[src/hw/mfs_consts.vh]
// Purpose: shared constants of the frame security sequencer
// Assumes: byte-wide frame buffers, one device clock
// Notes:   definitions only
`ifndef MFS_CONSTS_VH
`define MFS_CONSTS_VH

// frame buffer base addresses
`define MFS_TX_BUF_BASE   10'h200
`define MFS_RX_BUF_BASE   10'h300
// security material addresses (host side)
`define MFS_KEY_LSB_ADDR  8'h40
`define MFS_NONCE_MSB_ADDR 8'h5C

// frame type codes, standard format (3 bits)
`define MFS_STD_BEACON    3'h0
`define MFS_STD_DATA      3'h1
`define MFS_STD_ACK       3'h2
`define MFS_STD_CMD       3'h3
// frame type codes, proprietary format (2 bits)
`define MFS_PRP_STREAM    2'h0
`define MFS_PRP_DATA      2'h1
`define MFS_PRP_ACK       2'h2
`define MFS_PRP_CMD       2'h3

// frame control field positions
`define MFS_STD_TYPE_LSB  0
`define MFS_STD_ACK_REQUEST_FLAG    5
`define MFS_PRP_TYPE_LSB  6
`define MFS_PRP_ACK_REQUEST_FLAG    13

// direction select modes
`define MFS_DIR_STREAM_TX 2'h1
`define MFS_DIR_STREAM_RX 2'h2

// frame layout: length byte at 0, frame control from 1
`define MFS_HDR_INDEX     8'h01
`define MFS_CRC_BYTES     8'h02
`define MFS_ACK_LEN       8'h05
`define MFS_ACK_FC_STD    16'h0002
`define MFS_ACK_FC_PRP    16'h0080
`define MFS_MAX_LEN       8'h7F

`endif

[src/hw/mfs_type_decode.v]
// Purpose: frame type classification and type-based rejection
// Assumes: frame control field presented as a 16-bit word
// Notes:   purely combinational
`timescale 1ns/100ps
`include "mfs_consts.vh"

module mfs_type_decode (
    input  wire [15:0] frameControl,  // frame control field
    input  wire        propFormat,    // 1 = proprietary format
    input  wire        dataReject,    // data type reject
    input  wire        cmdReject,     // command type reject
    input  wire        beaconReject,  // beacon type reject
    output reg         isData,        // data frame
    output reg         isCmd,         // command frame
    output reg         isAck,         // acknowledge frame
    output reg         isBeacon,      // beacon frame
    output reg         isStream,      // streaming frame
    output reg         ack_request_flag,        // acknowledge requested
    output reg         reject         // frame to be discarded
);

    reg [2:0] stdType;
    reg [1:0] prpType;

    // decode type codes of both formats
    always @* begin
        stdType  = frameControl[`MFS_STD_TYPE_LSB +: 3];
        prpType  = frameControl[`MFS_PRP_TYPE_LSB +: 2];
        isData   = 1'b0;
        isCmd    = 1'b0;
        isAck    = 1'b0;
        isBeacon = 1'b0;
        isStream = 1'b0;
        if (propFormat) begin
            isData   = (prpType == `MFS_PRP_DATA);
            isCmd    = (prpType == `MFS_PRP_CMD);
            isAck    = (prpType == `MFS_PRP_ACK);
            isStream = (prpType == `MFS_PRP_STREAM);
            ack_request_flag   = frameControl[`MFS_PRP_ACK_REQUEST_FLAG];
        end else begin
            isData   = (stdType == `MFS_STD_DATA);
            isCmd    = (stdType == `MFS_STD_CMD);
            isAck    = (stdType == `MFS_STD_ACK);
            isBeacon = (stdType == `MFS_STD_BEACON);
            ack_request_flag   = frameControl[`MFS_STD_ACK_REQUEST_FLAG];
        end
        reject = (dataReject & isData)
               | (cmdReject & isCmd)
               | (beaconReject & isBeacon);
    end

endmodule

[src/hw/mfs_two_entry_buf.v]
// Purpose: two-entry buffer with valid/ready on both sides
// Assumes: single clock, synchronous active-high reset
// Notes:   full and empty are exact; no word lost on a stall
`timescale 1ns/100ps

module mfs_two_entry_buf #(
    parameter WIDTH = 8                // word width
) (
    input  wire             clk,       // device clock
    input  wire             srst,      // synchronous reset
    input  wire [WIDTH-1:0] inData,    // word in
    input  wire             inValid,   // word in valid
    output wire             inReady,   // room for a word
    output wire [WIDTH-1:0] outData,   // word out
    output wire             outValid,  // word out valid
    input  wire             outReady   // receiver takes word
);

    reg [WIDTH-1:0] mem [0:1];
    reg             wrPtr_q;
    reg             rdPtr_q;
    reg [1:0]       count_q;
    wire            push;
    wire            pop;

    assign inReady  = (count_q != 2'h2);
    assign outValid = (count_q != 2'h0);
    assign outData  = mem[rdPtr_q];
    assign push     = inValid & inReady;
    assign pop      = outValid & outReady;

    // storage and pointers
    always @(posedge clk) begin
        if (push) begin
            mem[wrPtr_q] <= inData;
        end
        if (srst) begin
            wrPtr_q <= 1'b0;
            rdPtr_q <= 1'b0;
            count_q <= 2'h0;
        end else begin
            if (push) begin
                wrPtr_q <= ~wrPtr_q;
            end
            if (pop) begin
                rdPtr_q <= ~rdPtr_q;
            end
            if (push & ~pop) begin
                count_q <= count_q + 2'h1;
            end else if (pop & ~push) begin
                count_q <= count_q - 2'h1;
            end
        end
    end

endmodule

[src/hw/mfs_sequencer.v]
// Purpose: security sequencing, frame classification, hw acknowledge
// Assumes: cipher datapath, CRC and radio outside; inputs synchronous
// Notes:   host triggers are one-cycle pulses; flags are sticky
`timescale 1ns/100ps
`include "mfs_consts.vh"

module mfs_sequencer #(
    parameter IDX_W = 8                    // buffer index width
) (
    input  wire             clk,           // device clock
    input  wire             srst,          // synchronous reset
    // host side
    input  wire             netEncryptTrigger,  // set encrypt trigger
    input  wire             transmitStart,      // set transmit start
    input  wire             decryptTrigger,     // set decrypt trigger
    input  wire             manualSecuritySetup,// host fills materials
    input  wire             propFormat,         // proprietary format
    input  wire             dataTypeReject,     // discard data frames
    input  wire             commandTypeReject,  // discard commands
    input  wire             beaconTypeReject,   // discard beacons
    input  wire             hwAckEnable,        // hardware acknowledge
    input  wire             crcAppendEnable,    // append CRC
    input  wire [1:0]       transceiverDirectionSelect, // stream mode
    input  wire [5:0]       flagClear,     // clear sticky flags
    output reg              netEncryptBusy_q,   // encrypt trigger
    output reg              transmitBusy_q,     // transmit start
    output reg              decryptBusy_q,      // decrypt trigger
    output reg              encryptDoneFlag_q,  // encrypt done
    output reg              decryptDoneFlag_q,  // decrypt done
    output reg              authFailFlag_q,     // tag mismatch
    output reg              idleFlag_q,         // encrypt-only or decrypt run finished
    output reg              rxFrameFlag_q,      // frame accepted
    output reg              rxDelimiterFlag_q,  // delimiter seen
    // transmit frame header, parsed outside
    input  wire [15:0]      txFrameControl,// frame control field
    input  wire             txSecEnable,   // security enabled bit
    input  wire [7:0]       txSecLevel,    // auxiliary level
    input  wire [IDX_W-1:0] txPayloadStart,// first payload byte
    input  wire [7:0]       txLength,      // current length byte
    // security material outputs
    output reg  [7:0]       suiteSelect_q,      // derived suite
    output reg  [IDX_W-1:0] authHeaderIndex_q,  // header index
    output reg  [IDX_W-1:0] cryptPayloadIndex_q,// payload index
    output reg  [IDX_W-1:0] cryptEndIndex_q,    // end index
    output reg              nonceFill_q,        // derive nonce pulse
    // cipher datapath
    output reg              cipherStart_q, // start pulse
    output reg              cipherDecrypt_q, // 1 = verify/decrypt
    output reg  [9:0]       cipherBase_q,  // buffer base address
    input  wire             cipherDone,    // operation finished
    input  wire             cipherAuthOk,  // tag matched
    input  wire [4:0]       cipherMicLen,  // appended tag bytes
    // length byte write-back
    output reg              lengthWrite_q, // write length byte
    output reg  [7:0]       lengthValue_q, // new length
    output reg              sizeOverrun_q, // length over maximum
    // radio
    output reg              txLaunch_q,    // send frame pulse
    input  wire             txSent,        // frame sent
    input  wire             rxFrameValid,  // frame passed CRC
    input  wire [15:0]      rxFrameControl,// received control
    input  wire [7:0]       rxSeqNum,      // received sequence
    output reg              rxDiscard_q,   // frame discarded
    output reg              activeBuffer_q,// streaming buffer
    output wire [7:0]       ackByte,       // acknowledge byte
    output wire             ackValid,      // acknowledge byte valid
    input  wire             ackReady       // radio takes byte
);

    localparam ST_IDLE  = 3'h0;
    localparam ST_SETUP = 3'h1;
    localparam ST_ENC   = 3'h2;
    localparam ST_DEC   = 3'h3;
    localparam ST_SEND  = 3'h4;
    localparam [15:0] ACK_FC_STD = `MFS_ACK_FC_STD;
    localparam [15:0] ACK_FC_PRP = `MFS_ACK_FC_PRP;

    reg [2:0]  state_q;
    reg [2:0]  state_d;
    reg        forSend_q;
    reg [2:0]  ackCnt_q;
    reg [7:0]  ackSeq_q;
    reg        ackProp_q;
    reg [7:0]  ackWord;
    wire       ackInReady;
    wire       ackPush;
    wire       txIsCmd;
    wire       rxIsData;
    wire       rxIsCmd;
    wire       rxIsAck;
    wire       rxIsBeacon;
    wire       rxIsStream;
    wire       rxAckReq;
    wire       rxReject;
    wire       streamMode;
    wire [8:0] grown;

    // length after appending bytes, with the carry kept in a ninth bit
    function [8:0] addLen;
        input [7:0] len;
        input [7:0] extra;
        begin
            addLen = {1'b0, len} + {1'b0, extra};
        end
    endfunction

    mfs_type_decode uTxType (
        .frameControl (txFrameControl),
        .propFormat   (propFormat),
        .dataReject   (1'b0),
        .cmdReject    (1'b0),
        .beaconReject (1'b0),
        .isData       (),
        .isCmd        (txIsCmd),
        .isAck        (),
        .isBeacon     (),
        .isStream     (),
        .ack_request_flag       (),
        .reject       ()
    );

    mfs_type_decode uRxType (
        .frameControl (rxFrameControl),
        .propFormat   (propFormat),
        .dataReject   (dataTypeReject),
        .cmdReject    (commandTypeReject),
        .beaconReject (beaconTypeReject),
        .isData       (rxIsData),
        .isCmd        (rxIsCmd),
        .isAck        (rxIsAck),
        .isBeacon     (rxIsBeacon),
        .isStream     (rxIsStream),
        .ack_request_flag       (rxAckReq),
        .reject       (rxReject)
    );

    assign streamMode =
        (transceiverDirectionSelect == `MFS_DIR_STREAM_TX) |
        (transceiverDirectionSelect == `MFS_DIR_STREAM_RX);
    assign grown = addLen(txLength,
        {3'h0, cipherMicLen} + (crcAppendEnable ? `MFS_CRC_BYTES
                                                : 8'h00));

    // next state of the security sequence
    always @* begin
        state_d = state_q;
        case (state_q)
            ST_IDLE: begin
                if (netEncryptBusy_q) begin
                    state_d = ST_ENC;
                end else if (transmitBusy_q) begin
                    if (txSecEnable & ~manualSecuritySetup) begin
                        state_d = ST_SETUP;
                    end else if (txSecEnable) begin
                        state_d = ST_ENC;
                    end else begin
                        state_d = ST_SEND;
                    end
                end else if (decryptBusy_q) begin
                    state_d = ST_DEC;
                end
            end
            ST_SETUP: state_d = ST_ENC;
            ST_ENC: begin
                if (cipherDone) begin
                    state_d = forSend_q ? ST_SEND : ST_IDLE;
                end
            end
            ST_DEC: begin
                if (cipherDone) begin
                    state_d = ST_IDLE;
                end
            end
            ST_SEND: begin
                if (txSent) begin
                    state_d = ST_IDLE;
                end
            end
            default: state_d = ST_IDLE;
        endcase
    end

    // sequence registers, triggers and cipher control
    always @(posedge clk) begin
        if (srst) begin
            state_q             <= ST_IDLE;
            forSend_q           <= 1'b0;
            netEncryptBusy_q    <= 1'b0;
            transmitBusy_q      <= 1'b0;
            decryptBusy_q       <= 1'b0;
            suiteSelect_q       <= 8'h00;
            authHeaderIndex_q   <= {IDX_W{1'b0}};
            cryptPayloadIndex_q <= {IDX_W{1'b0}};
            cryptEndIndex_q     <= {IDX_W{1'b0}};
            nonceFill_q         <= 1'b0;
            cipherStart_q       <= 1'b0;
            cipherDecrypt_q     <= 1'b0;
            cipherBase_q        <= `MFS_TX_BUF_BASE;
            lengthWrite_q       <= 1'b0;
            lengthValue_q       <= 8'h00;
            sizeOverrun_q       <= 1'b0;
            txLaunch_q          <= 1'b0;
            activeBuffer_q      <= 1'b0;
        end else begin
            state_q       <= state_d;
            nonceFill_q   <= 1'b0;
            cipherStart_q <= 1'b0;
            lengthWrite_q <= 1'b0;
            txLaunch_q    <= 1'b0;
            // host sets triggers; device clears them on completion
            if (netEncryptTrigger) begin
                netEncryptBusy_q <= 1'b1;
            end
            if (transmitStart) begin
                transmitBusy_q <= 1'b1;
            end
            if (decryptTrigger) begin
                decryptBusy_q <= 1'b1;
            end
            case (state_q)
                ST_IDLE: begin
                    forSend_q <= ~netEncryptBusy_q & transmitBusy_q;
                    cipherDecrypt_q <= ~netEncryptBusy_q &
                                       ~transmitBusy_q;
                    cipherBase_q <=
                        (~netEncryptBusy_q & ~transmitBusy_q)
                        ? `MFS_RX_BUF_BASE : `MFS_TX_BUF_BASE;
                    if (state_d == ST_ENC || state_d == ST_DEC) begin
                        cipherStart_q <= 1'b1;
                    end
                    if (state_d == ST_SEND) begin
                        lengthWrite_q <= 1'b1;
                        lengthValue_q <= grown[7:0] -
                                         {3'h0, cipherMicLen};
                        txLaunch_q    <= 1'b1;
                    end
                end
                ST_SETUP: begin
                    // derive materials from the header
                    suiteSelect_q     <= txSecLevel;
                    authHeaderIndex_q <= `MFS_HDR_INDEX;
                    cryptPayloadIndex_q <= txPayloadStart +
                        {{(IDX_W-1){1'b0}}, txIsCmd};
                    cryptEndIndex_q   <= txLength[IDX_W-1:0];
                    nonceFill_q       <= 1'b1;
                    cipherStart_q     <= 1'b1;
                end
                ST_ENC: begin
                    if (cipherDone) begin
                        // tag appended in place; length follows
                        lengthWrite_q <= 1'b1;
                        lengthValue_q <= forSend_q ? grown[7:0]
                            : txLength + {3'h0, cipherMicLen};
                        sizeOverrun_q <= grown >
                                         {1'b0, `MFS_MAX_LEN};
                        if (forSend_q) begin
                            txLaunch_q <= 1'b1;
                        end else begin
                            netEncryptBusy_q <= 1'b0;
                        end
                    end
                end
                ST_DEC: begin
                    if (cipherDone) begin
                        decryptBusy_q <= 1'b0;
                        if (streamMode) begin
                            activeBuffer_q <= ~activeBuffer_q;
                        end
                    end
                end
                ST_SEND: begin
                    if (txSent) begin
                        transmitBusy_q <= 1'b0;
                        if (streamMode) begin
                            activeBuffer_q <= ~activeBuffer_q;
                        end
                    end
                end
                default: forSend_q <= 1'b0;
            endcase
        end
    end

    // sticky flags; a set in the clear cycle wins
    always @(posedge clk) begin
        if (srst) begin
            encryptDoneFlag_q <= 1'b0;
            decryptDoneFlag_q <= 1'b0;
            authFailFlag_q    <= 1'b0;
            idleFlag_q        <= 1'b0;
            rxFrameFlag_q     <= 1'b0;
            rxDelimiterFlag_q <= 1'b0;
            rxDiscard_q       <= 1'b0;
        end else begin
            rxDiscard_q <= rxFrameValid & rxReject;
            encryptDoneFlag_q <= (encryptDoneFlag_q & ~flagClear[0]) |
                (state_q == ST_ENC & cipherDone & ~forSend_q);
            decryptDoneFlag_q <= (decryptDoneFlag_q & ~flagClear[1]) |
                (state_q == ST_DEC & cipherDone & cipherAuthOk);
            authFailFlag_q <= (authFailFlag_q & ~flagClear[2]) |
                (state_q == ST_DEC & cipherDone & ~cipherAuthOk);
            idleFlag_q <= (idleFlag_q & ~flagClear[3]) |
                (cipherDone & (state_q == ST_DEC |
                 (state_q == ST_ENC & ~forSend_q)));
            // accepted frame flagged, decryption waits for host
            rxFrameFlag_q <= (rxFrameFlag_q & ~flagClear[4]) |
                (rxFrameValid & ~rxReject);
            rxDelimiterFlag_q <= (rxDelimiterFlag_q & ~flagClear[5]) |
                (rxFrameValid & ~rxReject);
        end
    end

    // hardware acknowledge: length, control low, control high, seq
    always @(posedge clk) begin
        if (srst) begin
            ackCnt_q  <= 3'h0;
            ackSeq_q  <= 8'h00;
            ackProp_q <= 1'b0;
        end else if (ackCnt_q == 3'h0) begin
            if (rxFrameValid & ~rxReject & rxAckReq & ~rxIsAck &
                ~rxIsStream & hwAckEnable &
                crcAppendEnable) begin
                ackCnt_q  <= 3'h4;
                ackSeq_q  <= rxSeqNum;
                ackProp_q <= propFormat;
            end
        end else if (ackPush) begin
            ackCnt_q <= ackCnt_q - 3'h1;
        end
    end

    // byte being offered to the acknowledge buffer
    always @* begin
        case (ackCnt_q)
            3'h4: ackWord = `MFS_ACK_LEN;
            3'h3: ackWord = ackProp_q ? ACK_FC_PRP[7:0]
                                      : ACK_FC_STD[7:0];
            3'h2: ackWord = ackProp_q ? ACK_FC_PRP[15:8]
                                      : ACK_FC_STD[15:8];
            3'h1: ackWord = ackSeq_q;
            default: ackWord = 8'h00;
        endcase
    end

    assign ackPush = (ackCnt_q != 3'h0) & ackInReady;

    // radio stalls are absorbed here
    mfs_two_entry_buf #(
        .WIDTH (8)
    ) uAckBuf (
        .clk      (clk),
        .srst     (srst),
        .inData   (ackWord),
        .inValid  (ackCnt_q != 3'h0),
        .inReady  (ackInReady),
        .outData  (ackByte),
        .outValid (ackValid),
        .outReady (ackReady)
    );

endmodule

[config.mk]
export PLATFORM = sky130hd
export DESIGN_NAME = mfs_sequencer
export DESIGN_NICKNAME = d
export VERILOG_FILES = /design/src/hw/mfs_type_decode.v /design/src/hw/mfs_two_entry_buf.v /design/src/hw/mfs_sequencer.v
export VERILOG_INCLUDE_DIRS = /design/src /design/src/hw
export SDC_FILE = /design/constraint.sdc
export NUM_CORES = 1
export LEC_CHECK = 0
export ABC_AREA = 1
export BUFFER_PORTS_ARGS = -buffer_cell sky130_fd_sc_hd__buf_2
export CAP_MARGIN = 20
export CORE_ASPECT_RATIO = 0.8
export CORE_UTILIZATION = 54
export DETAILED_ROUTE_END_ITERATION = 12
export GPL_TIMING_DRIVEN = 0
export PLACE_DENSITY_LB_ADDON = 0.25
export SKIP_CTS_REPAIR_TIMING = 1
export SLEW_MARGIN = 0
export SYNTH_ARGS = -nofsm -noshare
export SYNTH_HDL_FRONTEND = slang
export SYNTH_SLANG_ARGS = --single-unit
[constraint.sdc]
create_clock -name clk -period 7.6 [get_ports clk]
set_input_delay 0.76 -clock clk [delete_from_list [all_inputs] [get_ports clk]]
set_output_delay 0.76 -clock clk [all_outputs]
set_load 0.01 [all_outputs]
== After elaboration in Yosys (flattened, before gate mapping) ==
Memory sizes are Yosys's and may differ from the RTL's. A register that Yosys moved wholly into a read port is not among the register bits.
Index checks and enable logic that the tools add are counted.

* Latch bits: 0
* Logic and storage cells: 201
* Bits in registers: 80
* ROM bits: 0
* Memories kept: 1
* Input bits: 95
* Memory bits (writable): 16

* Bitwise gates (word level): 59
* Equality and inequality tests: 26
* Multipliers: 0
* Add/sub/neg operators: 8
* Shift-type cells: 0
* Div/mod/pow operators: 0
* Reduce and logical (&&, ||, !) cells: 17
* Mux-type cells: 58
* Magnitude comparators: 1

{| class="wikitable"
|+ Memories
! name !! depth !! width !! rd ports !! clocked after memory_dff !! write ports !! RTL line !! source
|-
| uAckBuf.mem || 2 || 8 || 1 || 1 || 1 || mfs_two_entry_buf.v:19 || <nowiki>reg [WIDTH-1:0] mem [0:1];</nowiki>
|}

{| class="wikitable"
|+ Operator list
! cell !! count
|-
| two-way mux 3 bit || 12
|-
| two-way mux 8 bit || 4
|-
| bitwise AND 1 bit || 30
|-
| two-way mux 1 bit || 30
|-
| == test 3 x 2 -> 1 bit (second input constant) || 8
|-
| case mux 8 bit (3 select lines) || 1
|-
| inverter 1 bit || 19
|-
| case mux 8 bit (2 select lines) || 1
|-
| case mux 3 bit (5 select lines) || 1
|-
| inequality test 2 bit (second input constant) || 5
|-
| bitwise OR 1 bit || 10
|-
| case mux 1 bit (2 select lines) || 5
|-
| nonzero test 2 bit || 5
|-
| adder 8 x 6 -> 9 bit || 1
|-
| == test 3 x 1 -> 1 bit (second input constant) || 3
|-
| == test 3 bit (second input constant) || 3
|-
| greater-than comparator 9 x 7 -> 1 bit (second input constant) || 1
|-
| logical NOT 3 bit || 3
|-
| two-way mux 9 bit || 1
|-
| adder 8 x 1 -> 8 bit || 1
|-
| adder 8 x 5 -> 8 bit || 1
|-
| == test 2 bit (second input constant) || 4
|-
| subtractor 8 x 5 -> 8 bit || 1
|-
| adder 5 x 2 -> 6 bit || 1
|-
| 12 further kinds || 18
|}

== Logic depth before layout (Yosys ltp) ==
* Depth after elaboration: 14
* Depth in mapped cells: 19
* Mapped depth without buffers: 19

== By module ==
A second synthesis with hierarchy kept.

* Cells, all modules: 640
* Area, all modules: 4894.7 µm²

{| class="wikitable"
|+ By module, submodules not included
! module !! cells an instance !! area an instance (µm²) !! instances !! sequential area each (µm²)
|-
| mfs_sequencer || 528 || 3812.4 || 1 || 1321.3
|-
| mfs_two_entry_buf || 62 || 834.6 || 1 || 580.6
|-
| mfs_type_decode || 25 || 123.9 || 2 || 0.0
|}

== Worst setup path after synthesis ==
No wires, ideal clock.

* Path type: input-to-reg
* Start: input port txLength[2]
* End: register lengthValue_q[7]
* Buffers on the path: 0
* Data arrival time: 3102 ps
* Cell stages on the path: 19
* Setup slack: 4383 ps
* Library setup time: 115 ps
* Cells stage by stage: ha_1 > fa_1 > nand2_1 > inv_1 > a21oi_1 > or2_2 > nand2_1 > inv_1 > ha_1 > nand2_1 > inv_1 > nand2_1 > nand3_1 > nor2_1 > nand3_1 > nand2_1 > nor2_1 > nor2_1 > nor2_1

* Longest elaborated chain between the ends: 4
* Elaborated cells between the ends (all ways): 7
* Classes of those cells: add/sub (3); mux (4)

{| class="wikitable"
|+ RTL lines
! what !! RTL line !! source
|-
| from (decl) || mfs_sequencer.v:39 || <nowiki>input wire [7:0] txLength,</nowiki>
|-
| adder 8 x 6 -> 9 bit or adder 8 x 5 -> 8 bit (tied branches) || mfs_sequencer.v:103, mfs_sequencer.v:253 ||
|-
| subtractor 8 x 5 -> 8 bit or two-way mux 8 bit (tied branches) || mfs_sequencer.v:233, mfs_sequencer.v:252 ||
|-
| two-way mux 8 bit (on tied branches) || mfs_sequencer.v:231, mfs_sequencer.v:249 ||
|-
| case mux 8 bit (2 select lines) (*) || mfs_sequencer.v:220 || <nowiki>case (state_q)</nowiki>
|-
| to (signal assigned) || mfs_sequencer.v:233 || <nowiki>lengthValue_q <= grown[7:0] -</nowiki>
|-
| to (signal assigned) || mfs_sequencer.v:252 || <nowiki>lengthValue_q <= forSend_q ? grown[7:0]</nowiki>
|-
| to (decl) || mfs_sequencer.v:55 || <nowiki>output reg [7:0] lengthValue_q,</nowiki>
|}

Every way passes the cells marked *; elsewhere a longest branch is shown, timed or not. The select of a mux whose other input is x is not followed.
A chain may end at the register's enable or synchronous reset.

== Worst setup path after layout ==
Same ends and word-level chain as after synthesis.

==> summary.txt <==
Clocking
  • CTS tree: done
  • CTS Root Cell: clkbuf_8
  • Clock sinks: 87
  • Worst-case clock buffer depth: 2
  • Clock Pin Slew Worst Setup and Hold Paths: 0.09 ns
  • H-Tree Depth: 3
  • Clk_lat worst skew: 0.36 ns
  • CTS Buf Count: 9

Setup path
  • CP Cell Sequence: buf_2 > ha_1 > fa_1 > nand2_1 > inv_1 > a21oi_1 > or2_2 > nand2_1 > inv_1 > ha_1 > nand2_1 > inv_1 > nand2_1 > nand3_1 > nor2_1 > nand3_1 > nand2_1 > nor2_1 > nor2_1 > nor2_1
  • CP max FO: 5
  • CP arrival: 3.56 ns
  • CP Capture Type: register
  • CP peak stage delay: 0.63 ns
  • Most used cell, CP: nand2_1
  • WP buf/inv: 4
  • Setup CP Type: in -> reg
  • Family with the most delay on the worst path: simple AND/OR/NAND/NOR gates
  • Slowest cell on the critical path: fa_1
  • Startpoint Class: primary input
  • WP data required: 7.86 ns

Synthesis
  • Sequential share of the synthesized area: 0.4026
  • Post-synthesis cell type count: 43
  • Post-synthesis instance area: 4723 µm²
  • Syn avg cell area: 7.655 µm²
  • #FFs+latches synth: 87
  • Cell count after synthesis: 617
  • Yosys Warn Count: 0

Drt
  • Via density: 5.008
  • Drt wl/cell: 13.55 µm
  • Vias: 4467
  • Initial DRC Count: 222
  • Post-DRT Antenna Nets: 0
  • WL final: 12090 µm
  • Residual DRC count: 0
  • DRT Pass-1 Iters: 5

Layout
  • Share of cells above drive strength 1: 0.2500
  • Final Non-Filler Cells: 892
  • Commonest non-fill, non-tap cell in the layout: buf_2
  • Commonest non-fill, non-tap cells in the layout: buf_2, nand2_1, nor2_1
  • Area grow syn2layout: 21.99%
  • Final Cell Area: 5762 µm²
  • Ant. Diodes: 0
  • Nets: 896

Run status
  • Status: completed

Placed design
  • Routability Congestion: 0.9168
  • Post-DP HPWL: 9493 µm
  • Placed insts: 876
  • DP Area: 5582 µm²
  • PortBufs: 133
  • Setup slack after placement: 3.963 ns

Power
  • Overall power: 0.001402 W
  • Cell Pwr Density: 243.3 nW/µm²
  • IR drop worst, VDD: 0.0001436 V
  • Leakage Power: 2.922 nW

STA
  • Setup TNS: 0 ns
  • FMAX: 302.6 MHz
  • Final Max Tran Viols: 0
  • Worst Skew: 0.01170 ns
  • Setup violators final: 0
  • RSZ-0062 raised after global routing: no
  • Slew at the pin with the worst max-slew slack: 0.7051 ns
  • Setup ws final: 4.296 ns
  • Final period util: 0.4348
  • Relative slew slack: 0.5282
  • Fin. Hold Viols: 0
  • Final min period: 3.304 ns

Global routing
  • Antenna violations before repair: 0
  • Largest net degree at the start of global routing: 17
  • First-pass GRT wire length: 19350 µm
  • Grt ovf: 0
  • Number of global-route vias before repair: 4095
  • GR Util All Layers: 0.2704

Hold path
  • Hold Crit Class: reg -> reg

Die
  • Initial Util: 0.5568
  • Die X-Extent: 106.6 µm
  • # rows: 30
  • Die area: 9127 µm²
  • Die H: 85.65 µm
  • IO Count: 171
  • Area of the core: 8483 µm²

Run
  • Max Cap Viol: 0
## kinds of logic after synthesis
| group | synth area share |
|---|---|
| adder cells (fa/ha/maj) | 0.07841 |
| buffers and inverters | 0.1155 |
| AO/OA/AOI/OAI | 0.1364 |
| multiplexers | 0.01907 |
| AND/OR/NAND/NOR | 0.2260 |
| other | 0.001590 |
| XOR/XNOR | 0.02040 |
| flip-flops | 0.4026 |
## tightest hold or removal path, stage by stage, from the launching register on
cell and delay, ns:
dfxtp_1 0.32, nand2_1 0.06, a21oi_1 0.05
## cell type report
class                   count  area [µm²]
multi-input cells         423        2328
clock inverters             7       56.30
repair buffers            133       665.6
inverters                  88       335.3
clock buffers               9       123.9
well taps                 112       140.1
fillers                   736        2721
flip-flops and latches     87        1902
plain buffers              33       210.2
## cell usage after synthesis, drive strengths merged
master | n | area, µm²
and3 | 1 | 6.260
edfxtp | 16 | 480.5
conb | 2 | 7.510
ha | 20 | 250.2
nand4 | 7 | 50.05
nand3 | 40 | 200.2
xnor2 | 6 | 52.55
xor2 | 5 | 43.79
fa | 6 | 120.1
a21oi | 38 | 197.7
buf | 23 | 172.7
a31oi | 6 | 37.54
or2 | 3 | 18.77
dfxtp | 71 | 1421
nand2 | 95 | 364.1
mux2 | 8 | 90.09
o21ai | 59 | 295.3
nor3 | 5 | 36.29
nor2 | 91 | 376.6
o221ai | 2 | 17.52
o31ai | 2 | 15.01
nand3b | 2 | 15.01
a2bb2oi | 1 | 8.760
a21boi | 1 | 7.510
inv | 87 | 331.6
a211oi | 1 | 7.510
clkbuf | 10 | 37.54
clkinv | 1 | 3.750
o21bai | 1 | 7.510
o22ai | 2 | 12.51
o211ai | 5 | 37.54
## metal layers
metal | share of wire | global-route usage
met3 | 0.067 | 0.05927
met5 | 0 | 0
met1 | 0.45 | 0.3452
met2 | 0.46 | 0.4610
met4 | 0.014 | 0.07970
## sequential cells by signal (all words and copies together), names as in the netlist, 2 cells and up, named ones only
| signal | cells |
|---|---|
| ackSeq_q | 8 |
| uAckBuf.count_q | 2 |
| suiteSelect_q | 8 |
| cryptEndIndex_q | 8 |
| uAckBuf.mem | 16 |
| lengthValue_q | 8 |
| cryptPayloadIndex_q | 8 |
| state_q | 3 |
| ackCnt_q | 3 |
## per-stage QoR
stage                       util  hold slack (ns)
after CTS                 0.6792           0.4733
after global placement    0.6580           0.4500
after detailed placement  0.6580           0.4571
final                     0.6792           0.4705
after floorplan                -           0.4476
after global routing      0.6792           0.4892
## where the power goes
group          switching [W]  total [W]  internal [W]
Clock               0.000179   0.000302      0.000122
Sequential         0.0000359   0.000596      0.000560
Combinational       0.000306   0.000504      0.000197
Total               0.000522    0.00140      0.000880
## final timing paths
kind | startpoint | to | slack, ns | depth (start not counted)
setup / recovery | txLength[2] | lengthValue_q[7] | 4.30 | 20
hold / removal | rxDelimiterFlag_q | rxDelimiterFlag_q | 0.47 | 2
setup reg to reg | ackCnt_q[0] | uAckBuf.mem[1][1] | 5.47 | 5
hold reg to reg | rxDelimiterFlag_q | rxDelimiterFlag_q | 0.47 | 2
Note: power is estimated with default switching activity, not from simulation.
